File: src/pkg/rsv_consts.vh
`ifndef RSV_CONSTS_VH
`define RSV_CONSTS_VH

// ----------------------------------------
// register byte addresses
// ----------------------------------------
`define RSV_ADDR_FLAGS 32'h4002_3874
`define RSV_ADDR_PWR_CTL 32'h4002_3880
`define RSV_ADDR_PWR_STAT 32'h4002_3884
`define RSV_ADDR_SOFT_RST 32'h4002_3888

// ----------------------------------------
// field positions
// ----------------------------------------
`define RSV_FLG_POR 0
`define RSV_FLG_BOR 1
`define RSV_FLG_PIN 2
`define RSV_FLG_SW 3
`define RSV_FLG_WDT 4
`define RSV_FLG_CLEAR 24
`define RSV_CTL_LVD_EN 0
`define RSV_CTL_LVD_SEL_LO 1
`define RSV_STAT_LVD_FLAG 0
`define RSV_SOFT_SYS 0
`define RSV_SOFT_BKP 1

// ----------------------------------------
// reset values and codes
// ----------------------------------------
`define RSV_FLAGS_RESET 5'h01
`define RSV_LVD_SEL_RESET 3'h0
`define RSV_BOR_OFF 2'b11
`define RSV_RESP_OKAY 2'b00
`define RSV_RESP_SLVERR 2'b10

// ----------------------------------------
// timing
// ----------------------------------------
`define RSV_CLK_MHZ 250
`define RSV_STRETCH_NS 20000
// 20000 ns at 250 MHz, sized to the 13-bit stretch counter
`define RSV_STRETCH_CYC 13'h1388
`define RSV_BOR_GAP_CYC 4'h4

`endif

File: src/verilog/rsv_supervisor.v
// Functional notes
// - power, system and backup resets kept separate
// - power reset spares the backup domain
// - pin held low during power/system reset
// - flags survive all but power-on reset
// - clear bit wipes all source flags
// - every reset stretched to 20 us
// - three-bit low-voltage threshold select
// - detector works only when enabled
// - status bit shows supply below threshold while the detector is enabled
// - detector output drives event line 16
// - power-on/down comparators assert power reset
// - power-on/down supervision active only while the enable strap is high
// - brown-out reset unless select is 11
// - brown-out select encoding of three levels
// - pin released briefly, then held for brown-out
// - pull-down ineffective below 0.7 V
`timescale 1ns/1ps
`include "rsv_consts.vh"
module rsv_supervisor #(
  parameter [12:0] STRETCH_CYC = `RSV_STRETCH_CYC,
  parameter [3:0] BOR_GAP_CYC = `RSV_BOR_GAP_CYC
) (
  input wire aclk, // 250 MHz clock
  input wire aresetn, // sync reset, low
  input wire [31:0] s_axi_awaddr, // write address
  input wire s_axi_awvalid, // write address valid
  output reg s_axi_awready, // write address ready
  input wire [31:0] s_axi_wdata, // write data
  input wire [3:0] s_axi_wstrb, // byte strobes
  input wire s_axi_wvalid, // write data valid
  output reg s_axi_wready, // write data ready
  output reg [1:0] s_axi_bresp, // write response
  output reg s_axi_bvalid, // write response valid
  input wire s_axi_bready, // write response ready
  input wire [31:0] s_axi_araddr, // read address
  input wire s_axi_arvalid, // read address valid
  output reg s_axi_arready, // read address ready
  output reg [31:0] s_axi_rdata, // read data
  output reg [1:0] s_axi_rresp, // read response
  output reg s_axi_rvalid, // read data valid
  input wire s_axi_rready, // read data ready
  input wire por_above, // supply above power-on/down level
  input wire bor_below, // supply below brown-out level
  input wire [1:0] brownout_threshold_sel, // option byte
  input wire lvd_below, // supply below low-voltage level
  input wire supply_above_0v7, // pull-down transistor usable
  input wire supervisor_enable_pin, // board strap
  input wire reset_pin_i, // reset pin level
  input wire wdt_reset_req, // watchdog request, same clock
  output reg reset_pin_o, // reset pin drive value
  output reg reset_pin_oe, // reset pin pull-down on
  output reg power_reset_n, // power reset, low
  output reg system_reset_n, // system reset, low
  output reg backup_reset_n, // backup reset, low
  output reg [2:0] low_voltage_threshold_sel, // to comparator
  output reg lvd_event_line16 // event controller line 16
);

  // ----------------------------------------
  // pin synchronisers
  // ----------------------------------------
  wire [7:0] pins_s;
  wire por_ok_s = pins_s[0];
  wire bor_low_s = pins_s[1];
  wire [1:0] bor_sel_s = pins_s[3:2];
  wire lvd_low_s = pins_s[4];
  wire mos_ok_s = pins_s[5];
  wire sup_en_s = pins_s[6];
  wire pin_s = pins_s[7];

  rsv_sync #(.W(8)) u_sync (
    .aclk(aclk),
    .aresetn(aresetn),
    .async_in({reset_pin_i, supervisor_enable_pin, supply_above_0v7,
      lvd_below, brownout_threshold_sel, bor_below, por_above}),
    .sync_out(pins_s)
  );

  // ----------------------------------------
  // reset requests
  // ----------------------------------------
  reg [4:0] flags;
  reg lvd_en;
  reg sw_sys_pulse;
  reg sw_bkp_pulse;
  reg [4:0] drive_hist;
  reg drive_d;
  wire drive_now;
  wire por_act, bor_act, sys_act, bkp_act;

  wire por_req = sup_en_s & ~por_ok_s;
  wire bor_req = (bor_sel_s != `RSV_BOR_OFF) & bor_low_s;
  // own drive and its echo through the synchroniser are not external
  wire ext_req = ~pin_s & ~drive_now & ~drive_d & ~(|drive_hist);
  wire sys_req = ext_req | sw_sys_pulse | wdt_reset_req;

  // ----------------------------------------
  // reset stretchers
  // ----------------------------------------
  // minimum pulse for every source
  rsv_stretch #(.CNT_W(13), .MIN_CYC(STRETCH_CYC), .ACT_RESET(1'b1)) u_por (
    .aclk(aclk),
    .aresetn(aresetn),
    .req(por_req),
    .active(por_act)
  );

  rsv_stretch #(.CNT_W(13), .MIN_CYC(STRETCH_CYC), .ACT_RESET(1'b0)) u_bor (
    .aclk(aclk),
    .aresetn(aresetn),
    .req(bor_req),
    .active(bor_act)
  );

  rsv_stretch #(.CNT_W(13), .MIN_CYC(STRETCH_CYC), .ACT_RESET(1'b0)) u_sys (
    .aclk(aclk),
    .aresetn(aresetn),
    .req(sys_req),
    .active(sys_act)
  );

  rsv_stretch #(.CNT_W(13), .MIN_CYC(STRETCH_CYC), .ACT_RESET(1'b0)) u_bkp (
    .aclk(aclk),
    .aresetn(aresetn),
    .req(sw_bkp_pulse),
    .active(bkp_act)
  );

  // ----------------------------------------
  // brown-out release gap on the pin
  // ----------------------------------------
  reg por_act_d;
  reg [3:0] gap_cnt;
  wire gap_busy = (gap_cnt != 4'h0);

  // short release when power-on ends under brown-out
  always @(posedge aclk)
  begin
    if (!aresetn)
    begin
      por_act_d <= 1'b1;
      gap_cnt <= 4'h0;
    end
    else
    begin
      por_act_d <= por_act;
      if (por_act_d & ~por_act & bor_act)
        gap_cnt <= BOR_GAP_CYC;
      else if (gap_busy)
        gap_cnt <= gap_cnt - 4'h1;
    end
  end

  // pin low in power or system reset
  assign drive_now = por_act | (bor_act & ~gap_busy) | sys_act;

  // ----------------------------------------
  // reset outputs and pin drive
  // ----------------------------------------
  always @(posedge aclk)
  begin
    if (!aresetn)
    begin
      reset_pin_o <= 1'b0;
      reset_pin_oe <= 1'b1;
      drive_d <= 1'b1;
      drive_hist <= 5'h1f;
      power_reset_n <= 1'b0;
      system_reset_n <= 1'b0;
      backup_reset_n <= 1'b1;
    end
    else
    begin
      reset_pin_o <= 1'b0;
      reset_pin_oe <= drive_now & mos_ok_s;
      drive_d <= drive_now;
      drive_hist <= {drive_hist[3:0], drive_d};
      // backup reset not touched by power reset
      power_reset_n <= ~(por_act | bor_act);
      system_reset_n <= ~(por_act | bor_act | sys_act);
      backup_reset_n <= ~bkp_act;
    end
  end

  // ----------------------------------------
  // low-voltage detector
  // ----------------------------------------
  // inactive unless enabled
  // level to event line 16, edges picked there
  always @(posedge aclk)
  begin
    if (!aresetn)
      lvd_event_line16 <= 1'b0;
    else
      lvd_event_line16 <= lvd_en & lvd_low_s;
  end

  // ----------------------------------------
  // reset-source flags
  // ----------------------------------------
  reg por_req_d, bor_req_d, ext_req_d;
  reg flag_clear;
  reg [4:0] next_flags;

  // set wins over a clear in the same cycle
  always @*
  begin
    next_flags = flag_clear ? 5'h00 : flags;
    if (por_req & ~por_req_d)
      next_flags = 5'h00;
    if (por_req & ~por_req_d)
      next_flags[`RSV_FLG_POR] = 1'b1;
    if (bor_req & ~bor_req_d)
      next_flags[`RSV_FLG_BOR] = 1'b1;
    if (ext_req & ~ext_req_d)
      next_flags[`RSV_FLG_PIN] = 1'b1;
    if (sw_sys_pulse)
      next_flags[`RSV_FLG_SW] = 1'b1;
    if (wdt_reset_req)
      next_flags[`RSV_FLG_WDT] = 1'b1;
  end

  always @(posedge aclk)
  begin
    if (!aresetn)
    begin
      flags <= `RSV_FLAGS_RESET;
      por_req_d <= 1'b1;
      bor_req_d <= 1'b0;
      ext_req_d <= 1'b0;
    end
    else
    begin
      flags <= next_flags;
      por_req_d <= por_req;
      bor_req_d <= bor_req;
      ext_req_d <= ext_req;
    end
  end

  // ----------------------------------------
  // bus write channel
  // ----------------------------------------
  reg [31:0] wr_addr;
  reg [31:0] wr_data;
  reg [3:0] wr_strb;
  wire wr_go = ~s_axi_awready & ~s_axi_wready & ~s_axi_bvalid;

  function hit;
    input [31:0] a;
    begin
      hit = (a == `RSV_ADDR_FLAGS) | (a == `RSV_ADDR_PWR_CTL) |
        (a == `RSV_ADDR_PWR_STAT) | (a == `RSV_ADDR_SOFT_RST);
    end
  endfunction

  // ready low means held; write fires once both halves are held
  always @(posedge aclk)
  begin
    if (!aresetn)
    begin
      s_axi_awready <= 1'b1;
      s_axi_wready <= 1'b1;
      s_axi_bvalid <= 1'b0;
      s_axi_bresp <= `RSV_RESP_OKAY;
      wr_addr <= 32'h0000_0000;
      wr_data <= 32'h0000_0000;
      wr_strb <= 4'h0;
      lvd_en <= 1'b0;
      low_voltage_threshold_sel <= `RSV_LVD_SEL_RESET;
      flag_clear <= 1'b0;
      sw_sys_pulse <= 1'b0;
      sw_bkp_pulse <= 1'b0;
    end
    else
    begin
      flag_clear <= 1'b0;
      sw_sys_pulse <= 1'b0;
      sw_bkp_pulse <= 1'b0;
      if (s_axi_awvalid & s_axi_awready)
      begin
        wr_addr <= s_axi_awaddr;
        s_axi_awready <= 1'b0;
      end
      if (s_axi_wvalid & s_axi_wready)
      begin
        wr_data <= s_axi_wdata;
        wr_strb <= s_axi_wstrb;
        s_axi_wready <= 1'b0;
      end
      if (wr_go)
      begin
        s_axi_bvalid <= 1'b1;
        s_axi_bresp <= hit(wr_addr) ? `RSV_RESP_OKAY : `RSV_RESP_SLVERR;
        // write one to clear all flags
        if (wr_addr == `RSV_ADDR_FLAGS && wr_strb[3])
          flag_clear <= wr_data[`RSV_FLG_CLEAR];
        if (wr_addr == `RSV_ADDR_PWR_CTL && wr_strb[0])
        begin
          lvd_en <= wr_data[`RSV_CTL_LVD_EN];
          low_voltage_threshold_sel <= wr_data[`RSV_CTL_LVD_SEL_LO +: 3];
        end
        if (wr_addr == `RSV_ADDR_SOFT_RST && wr_strb[0])
        begin
          sw_sys_pulse <= wr_data[`RSV_SOFT_SYS];
          sw_bkp_pulse <= wr_data[`RSV_SOFT_BKP];
        end
      end
      if (s_axi_bvalid & s_axi_bready)
      begin
        s_axi_bvalid <= 1'b0;
        s_axi_awready <= 1'b1;
        s_axi_wready <= 1'b1;
      end
    end
  end

  // ----------------------------------------
  // bus read channel
  // ----------------------------------------
  reg [31:0] rd_word;

  always @*
  begin
    rd_word = 32'h0000_0000;
    case (s_axi_araddr)
      `RSV_ADDR_FLAGS: rd_word[4:0] = flags;
      `RSV_ADDR_PWR_CTL: rd_word[3:0] = {low_voltage_threshold_sel, lvd_en};
      `RSV_ADDR_PWR_STAT: rd_word[`RSV_STAT_LVD_FLAG] = lvd_event_line16;
      default: rd_word = 32'h0000_0000;
    endcase
  end

  always @(posedge aclk)
  begin
    if (!aresetn)
    begin
      s_axi_arready <= 1'b1;
      s_axi_rvalid <= 1'b0;
      s_axi_rdata <= 32'h0000_0000;
      s_axi_rresp <= `RSV_RESP_OKAY;
    end
    else if (s_axi_arvalid & s_axi_arready)
    begin
      s_axi_arready <= 1'b0;
      s_axi_rvalid <= 1'b1;
      s_axi_rdata <= rd_word;
      s_axi_rresp <= hit(s_axi_araddr) ? `RSV_RESP_OKAY : `RSV_RESP_SLVERR;
    end
    else if (s_axi_rvalid & s_axi_rready)
    begin
      s_axi_rvalid <= 1'b0;
      s_axi_arready <= 1'b1;
    end
  end

endmodule // rsv_supervisor

File: src/verilog/rsv_sync.v
`timescale 1ns/1ps
module rsv_sync #(
  parameter W = 1
) (
  input wire aclk, // clock
  input wire aresetn, // sync reset, low
  input wire [W-1:0] async_in, // pin levels
  output reg [W-1:0] sync_out // synchronised levels
);

  reg [W-1:0] meta;

  // two-stage synchroniser, first stage read only by second
  always @(posedge aclk)
  begin
    if (!aresetn)
    begin
      meta <= {W{1'b0}};
      sync_out <= {W{1'b0}};
    end
    else
    begin
      meta <= async_in;
      sync_out <= meta;
    end
  end

endmodule // rsv_sync

File: src/verilog/rsv_stretch.v
`timescale 1ns/1ps
module rsv_stretch #(
  parameter CNT_W = 13,
  parameter [CNT_W-1:0] MIN_CYC = 13'h1388,
  parameter ACT_RESET = 1'b0
) (
  input wire aclk, // clock
  input wire aresetn, // sync reset, low
  input wire req, // reset request level
  output reg active // stretched reset, high
);

  reg [CNT_W-1:0] cnt;

  // reload while requested, then hold for the minimum length
  always @(posedge aclk)
  begin
    if (!aresetn)
    begin
      active <= ACT_RESET;
      cnt <= ACT_RESET ? MIN_CYC : {CNT_W{1'b0}};
    end
    else if (req)
    begin
      active <= 1'b1;
      cnt <= MIN_CYC;
    end
    else if (cnt > {{(CNT_W-1){1'b0}}, 1'b1})
    begin
      cnt <= cnt - {{(CNT_W-1){1'b0}}, 1'b1};
    end
    else
    begin
      cnt <= {CNT_W{1'b0}};
      active <= 1'b0;
    end
  end

endmodule // rsv_stretch

File: config.mk
export PLATFORM = sky130hd
export DESIGN_NAME = rsv_supervisor
export DESIGN_NICKNAME = d
export VERILOG_FILES = /design/src/verilog/rsv_supervisor.v /design/src/verilog/rsv_sync.v /design/src/verilog/rsv_stretch.v
export VERILOG_INCLUDE_DIRS = /design/src /design/src/pkg
export SDC_FILE = /design/constraint.sdc
export NUM_CORES = 1
export LEC_CHECK = 0
export BUFFER_PORTS_ARGS = -buffer_cell sky130_fd_sc_hd__buf_2
export CELL_PAD_IN_SITES_DETAIL_PLACEMENT = 1
export CELL_PAD_IN_SITES_GLOBAL_PLACEMENT = 2
export CORE_MARGIN = 10
export CORE_UTILIZATION = 32
export CTS_BUF_LIST = sky130_fd_sc_hd__clkbuf_8
export DETAILED_ROUTE_END_ITERATION = 6
export PLACE_DENSITY = 0.9
export SLEW_MARGIN = 0
export SYNTH_ARGS = -nofsm -noshare
export SYNTH_HDL_FRONTEND = slang
export SYNTH_HIERARCHICAL = 1
export SYNTH_SLANG_ARGS = --single-unit
File: constraint.sdc
create_clock -name aclk -period 2.9 [get_ports aclk]
set_clock_uncertainty 0.2 [all_clocks]
set_input_delay 0.29 -clock aclk [delete_from_list [all_inputs] [get_ports aclk]]
set_output_delay 0.29 -clock aclk [all_outputs]
set_load 0.01 [all_outputs]
======== Word level (Yosys, flattened, before mapping) ========
Cells that the tools add are included.
storage, ports and cells
  bits in registers ....................... 178
  bits in latches ......................... 0
  memory bits (writable) .................. 0
  bits in read-only memories .............. 0
  input port bits ......................... 116
  output and inout bits ................... 50
  word-level logic and storage cells ...... 175
  memories kept ........................... 0
operators by class
  add/subtract/negate cells ............... 5
  multipliers ............................. 0
  divide/modulo/power cells ............... 0
  $lt $le $gt $ge ......................... 4
  equality and inequality tests ........... 12
  shift-type cells ........................ 0
  muxes and demuxes ....................... 30
  bitwise operators ....................... 53
  reduce and logical (&&, ||, !) cells .... 23
operators by type and width
  cell                     number
  $eq A32 B31 Y1 const B   8
  $mux W13                 7
  $gt A13 B1 Y1 const B    4
  $sub A13 B1 Y13 const B  4
  $not A1 Y1               21
  $and A1 B1 Y1            20
  $mux W1                  15
  $or A1 B1 Y1             12
  $reduce_bool A3 Y1       4
  $reduce_or A3 Y1         4
  $mux W5                  2
  $ne A2 B2 Y1 const B     4
  $reduce_or A2 Y1         4
  $mux W3                  2
  $pmux W3 S2              1
  $reduce_and A3 Y1        2
  $reduce_bool A2 Y1       3
  $reduce_or A5 Y1         1
  $mux W2                  2
  $reduce_bool A4 Y1       1
  $sub A4 B1 Y4 const B    1
  $logic_and A1 B1 Y1      3
  $pmux W1 S3              1
  $reduce_and A2 Y1        1

======== Logic depth before layout (Yosys ltp) ========
  depth after elaboration ................. 12
  depth in mapped cells ................... 9
  mapped depth without buffers ............ 7

======== Cells and area by module ========
The synthesis kept the hierarchy.
modules (own cells, without submodules)
  module                    times used  cells each  area an instance (sq um)  seq. area each (sq um)
  rsv_supervisor            1           401         3372.0                    1641.6
  rsv_stretch at u_bkp ...  3           67          634.4                     280.3
  rsv_stretch at u_por      1           68          629.4                     280.3
  rsv_sync                  1           33          446.7                     320.3

======== Least setup slack after synthesis ========
Ideal clock, no wire load.
  kind .................................... reg2reg
  from .................................... register gap_cnt[0]
  to ...................................... register u_sys.cnt[4]
  library setup time ...................... 65 ps
  arrival time ............................ 1801 ps
  data required time ...................... 2635 ps
  setup slack ............................. 834 ps
  stages on the path, launching flop included .. 10
  buffers on the path ..................... 2
  clock period less this slack ............ 2066 ps
  path through ............................ dfxtp_1 > inv_1 > ha_1 > or3b_1 > clkbuf_1 > o2111ai_1 > nand2_1 > or2_1 > buf_2 > nor2_1
on the way
  word-level cells in the longest chain between the ends .. 12
ends and longest elaborated chain
  element                     RTL line              source
  start, declared             rsv_supervisor.v:134  reg [3:0] gap_cnt;
  start signal, assigned      rsv_supervisor.v:151  gap_cnt <= gap_cnt - 4'h1;
  $reduce_bool A4 Y1          rsv_supervisor.v:135  wire gap_busy = (gap_cnt != 4'h0);
  $not A1 Y1                  rsv_supervisor.v:156  assign drive_now = por_act | (bor_act & ~gap_busy) | sys_act;
  $and A1 B1 Y1               rsv_supervisor.v:156
  $or A1 B1 Y1 (2 in a row)   rsv_supervisor.v:156
  $not A1 Y1                  rsv_supervisor.v:95   wire ext_req = ~pin_s & ~drive_now & ~drive_d & ~(|drive_hist);
  $and A1 B1 Y1 (3 in a row)  rsv_supervisor.v:95
  $or A1 B1 Y1 (2 in a row)   rsv_supervisor.v:96   wire sys_req = ext_req | sw_sys_pulse | wdt_reset_req;
  named net sys_req           rsv_supervisor.v:96
  $reduce_or A3 Y1 (no line)  --
  end signal, assigned        rsv_stretch.v:21      cnt <= ACT_RESET ? MIN_CYC : {CNT_W{1'b0}};
  end signal, assigned        rsv_stretch.v:30      cnt <= cnt - {{(CNT_W-1){1'b0}}, 1'b1};
  end signal, assigned        rsv_stretch.v:34      cnt <= {CNT_W{1'b0}};
  end, declared               rsv_stretch.v:13      reg [CNT_W-1:0] cnt;
The timed path passes the listed nets, and every way through them passes these cells.
A chain may end at the register's enable or synchronous reset.

======== Worst setup path after layout ========
  from .................................... register gap_cnt[0]
  to ...................................... register u_sys.cnt[10]
The elaborated chain is that of the path after synthesis.

==> reports/qor.txt <==
layout cells sized above 1 - 0.204
Core Region - 0.0195 mm^2
Die Footprint - 0.0259 mm^2
Final Instance Area - 0.00802 mm^2
status - completed
Clock Latency Late Sink - 0.44 ns
Worst-path clk slew - 0.08 ns
vias per cell - 4.55
io pins - 166
Fmax achieved - 439 MHz
P&R area growth vs syn - 26.2%
nets@finish - 997
cts repair resizes - 0
Pleak - 3.27 nW
Startpoint Class - flop
commonest cells after routing, fill and taps aside - 154 x dfxtp_1, 109 x nand2_1, 106 x buf_2
Slew headroom - 0.482
mean post-synth cell area - 9.03 um^2
CP max-delay cell - or3b_1
RSZ-0062 raised after global routing - false
sequential cell area fraction in the yosys report - 0.485
vias in the first global route - 5665
yosys warns - 6
GRT Util Overall - 0.128
fin crit share - 0.785
Setup Fix Bufs, Post-CTS - 0
critical path required time - 3.08 ns
Pwr Total - 5.62 mW
H-tree Lvls - 4
final hold vios - 0
post-synthesis cell area - 0.00635 mm^2
Post-Synth XOR/XNOR Area - 0.0510
GPL Wtd Cong - 0.729
EDFF count, synth - 0
# DRC - 0
setup_tns - 0 ns
NetSw - 1.75 mW
Flop pwr share - 0.472
TritonCTS clock tree - built
fraction of synthesized area in multiplexers - 0.0112
setup slack at placement - 0.612 ns
ant diodes - 0
CTS sink cnt - 154
ys flop type - dfxtp_1
crit-path cells - inv_1 -> ha_1 -> or3b_1 -> o2111ai_1 -> nand2_1 -> or2_1 -> nor2_1
Synth Instances - 703
first-pass GRT wire length - 27400 um
First-pass DRT Iterations - 4
Worst Hold Depth - 4
Compound-Gate Fraction of Synth Area - 0.104
per-cell routed wire length - 14.1 um
final wirelength - 16200 um
initial antenna violation count - 0
post-synthesis adder-cell area fraction - 0.0177
I/O Buffers - 106
setup ws final - 0.622 ns
effective utilization at floorplan - 0.325
type of the worst setup path - flop to flop
count of pins over their slew limit - 0
crit end category - flop
setup violators final - 0
Seq cells post-synth - 154
Clk pwr share - 0.279
CTS Buf Count - 17
min Tclk post-route - 2.28 ns
post-synthesis simple-gate area fraction - 0.261
power share of the combinational group - 0.248
Distinct cells, synth - 62
Post-CTS Hold Buffers - 60
Hold Crit Class - input port to flop
crit path max fanout - 8
commonest non-fill, non-tap cell in the layout - dfxtp_1
Worst Tran Pin Value - 0.775 ns
Post-synth ARST share - 0
die height - 161 um
combinational family with the most area after synthesis - simple AND/OR/NAND/NOR gates
fillers - 2360
peak supply drop - 0.000285 V
worst r2r path cells - 7
crit path DAT - 2.46 ns
Max clock buf depth - 2
clock root buffer - clkbuf_8
Cell Pwr Density - 701 mW/mm^2
Row Count - 51
largest net degree at the start of global routing - 34
post-detailed-route count of antenna-violating nets - 0
DRC marker count from the first detailed-route iteration - 170
total grt overflow - 0
vias - 5220
Placed Instance Area - 0.00704 mm^2
delay of the slowest critical-path stage - 0.46 ns
max cap viols - 0
hpwl dp - 11900 um
Net Sw Frac - 0.311
internal power - 3.88 mW
Die W - 161 um
-- final timing paths --
check / to / start / slack, ns
worst min-delay path: s_axi_rdata[4] / s_axi_araddr[7] / 0.04
worst max register to register: u_sys/cnt[10] / gap_cnt[0] / 0.62
worst max-delay path: u_sys/cnt[10] / gap_cnt[0] / 0.62
worst min register to register: backup_reset_n / u_bkp/active / 0.19
-- cell families (layout without fill, tap and decap cells) --
logic type      after synthesis  after routing
xor+xnor                     37             37
mux                           7              7
flops                       154            154
other cells                   1             30
fa+ha+maj                     9              9
compound gates              116            116
buf+inv                      79            230
simple gates                300            300
-- synthesized netlist by cell type, types with 4 or more instances --
library cell / number / area (um^2)
nand2_1: 109 / 409
and2_1: 8 / 50.1
xnor2_1: 17 / 149
nor2b_1: 6 / 37.5
xor2_1: 20 / 175
o21ai_1: 9 / 45.0
nor3_1: 11 / 55.1
nor4b_1: 5 / 43.8
inv_1: 27 / 101
nand2b_1: 10 / 62.6
a21oi_1: 55 / 275
nor4_4: 5 / 106
and2_2: 12 / 90.1
mux2i_1: 6 / 60.1
nand3_1: 18 / 90.1
buf_4: 30 / 225
ha_1: 9 / 113
nor4_1: 13 / 81.3
buf_1: 5 / 18.8
nand4b_1: 5 / 43.8
clkbuf_1: 10 / 37.5
o21ai_0: 29 / 145
dfxtp_1: 154 / 3080
buf_2: 4 / 20.0
nor2_1: 60 / 225
-- layer usage --
layer  vias to the layer above  track usage  wire length (um)
met5                         -            0                 0
met1                      2465        0.147              7280
li1                       2651            -                 -
met4                         0       0.0488               261
met3                        19       0.0304               506
met2                        85        0.225              8170
-- stage by stage --
stage          utilization  hold slack [ns]  std cells
2_1_floorplan            -            0.158        732
3_3_place_gp         0.361            0.169       1058
3_5_place_dp         0.361            0.171       1058
4_1_cts              0.411           0.0116       1148
5_1_grt              0.411           0.0385       1148
6_report             0.411           0.0419       1148
-- sequential cells by signal, indices dropped and copies added (netlist names), 2 cells and up --
signal                     cells
drive_hist                     5
u_sync/meta                    8
low_voltage_threshold_sel      3
wr_data                        5
u_sys/cnt                     13
flags                          5
s_axi_rdata                    5
u_sync/sync_out                8
u_bkp/cnt                     13
u_por/cnt                     13
wr_addr                       32
wr_strb                        2
u_bor/cnt                     13
gap_cnt                        4
-- worst max-delay path, delay by kind of cell, from the launching register on --
| family | cells | cell delay, ns |
|---|---|---|
| AOI/OAI and AO/OA | 1 | 0.35 |
| and+or+nand+nor | 4 | 1.07 |
| buffers and inverters | 1 | 0.06 |
| adders and majority gates | 1 | 0.20 |
| DFF | 1 | 0.34 |
-- cell type report --
class,count,area (um^2),share of cell area
Clock buffer,20,275,0.0343
Timing Repair Buffer,173,1180,0.148
Multi-Input combinational cell,499,2940,0.367
Sequential cell,154,3080,0.385
Inverter,27,101,0.0126
Tap cell,265,332,0.0414
Clock inverter,10,103,0.0128
-- power by group through the flow --
stage	Sequential (mW)	Combinational [mW]	Clock (mW)
2_1_floorplan	2.65	1.11	0
5_1_grt	2.70	1.59	1.71
3_3_place_gp	2.69	1.31	0
4_1_cts	2.66	1.42	1.62
3_5_place_dp	2.70	1.34	0
6_report	2.66	1.40	1.57
Power figures use the tool's default switching activity.
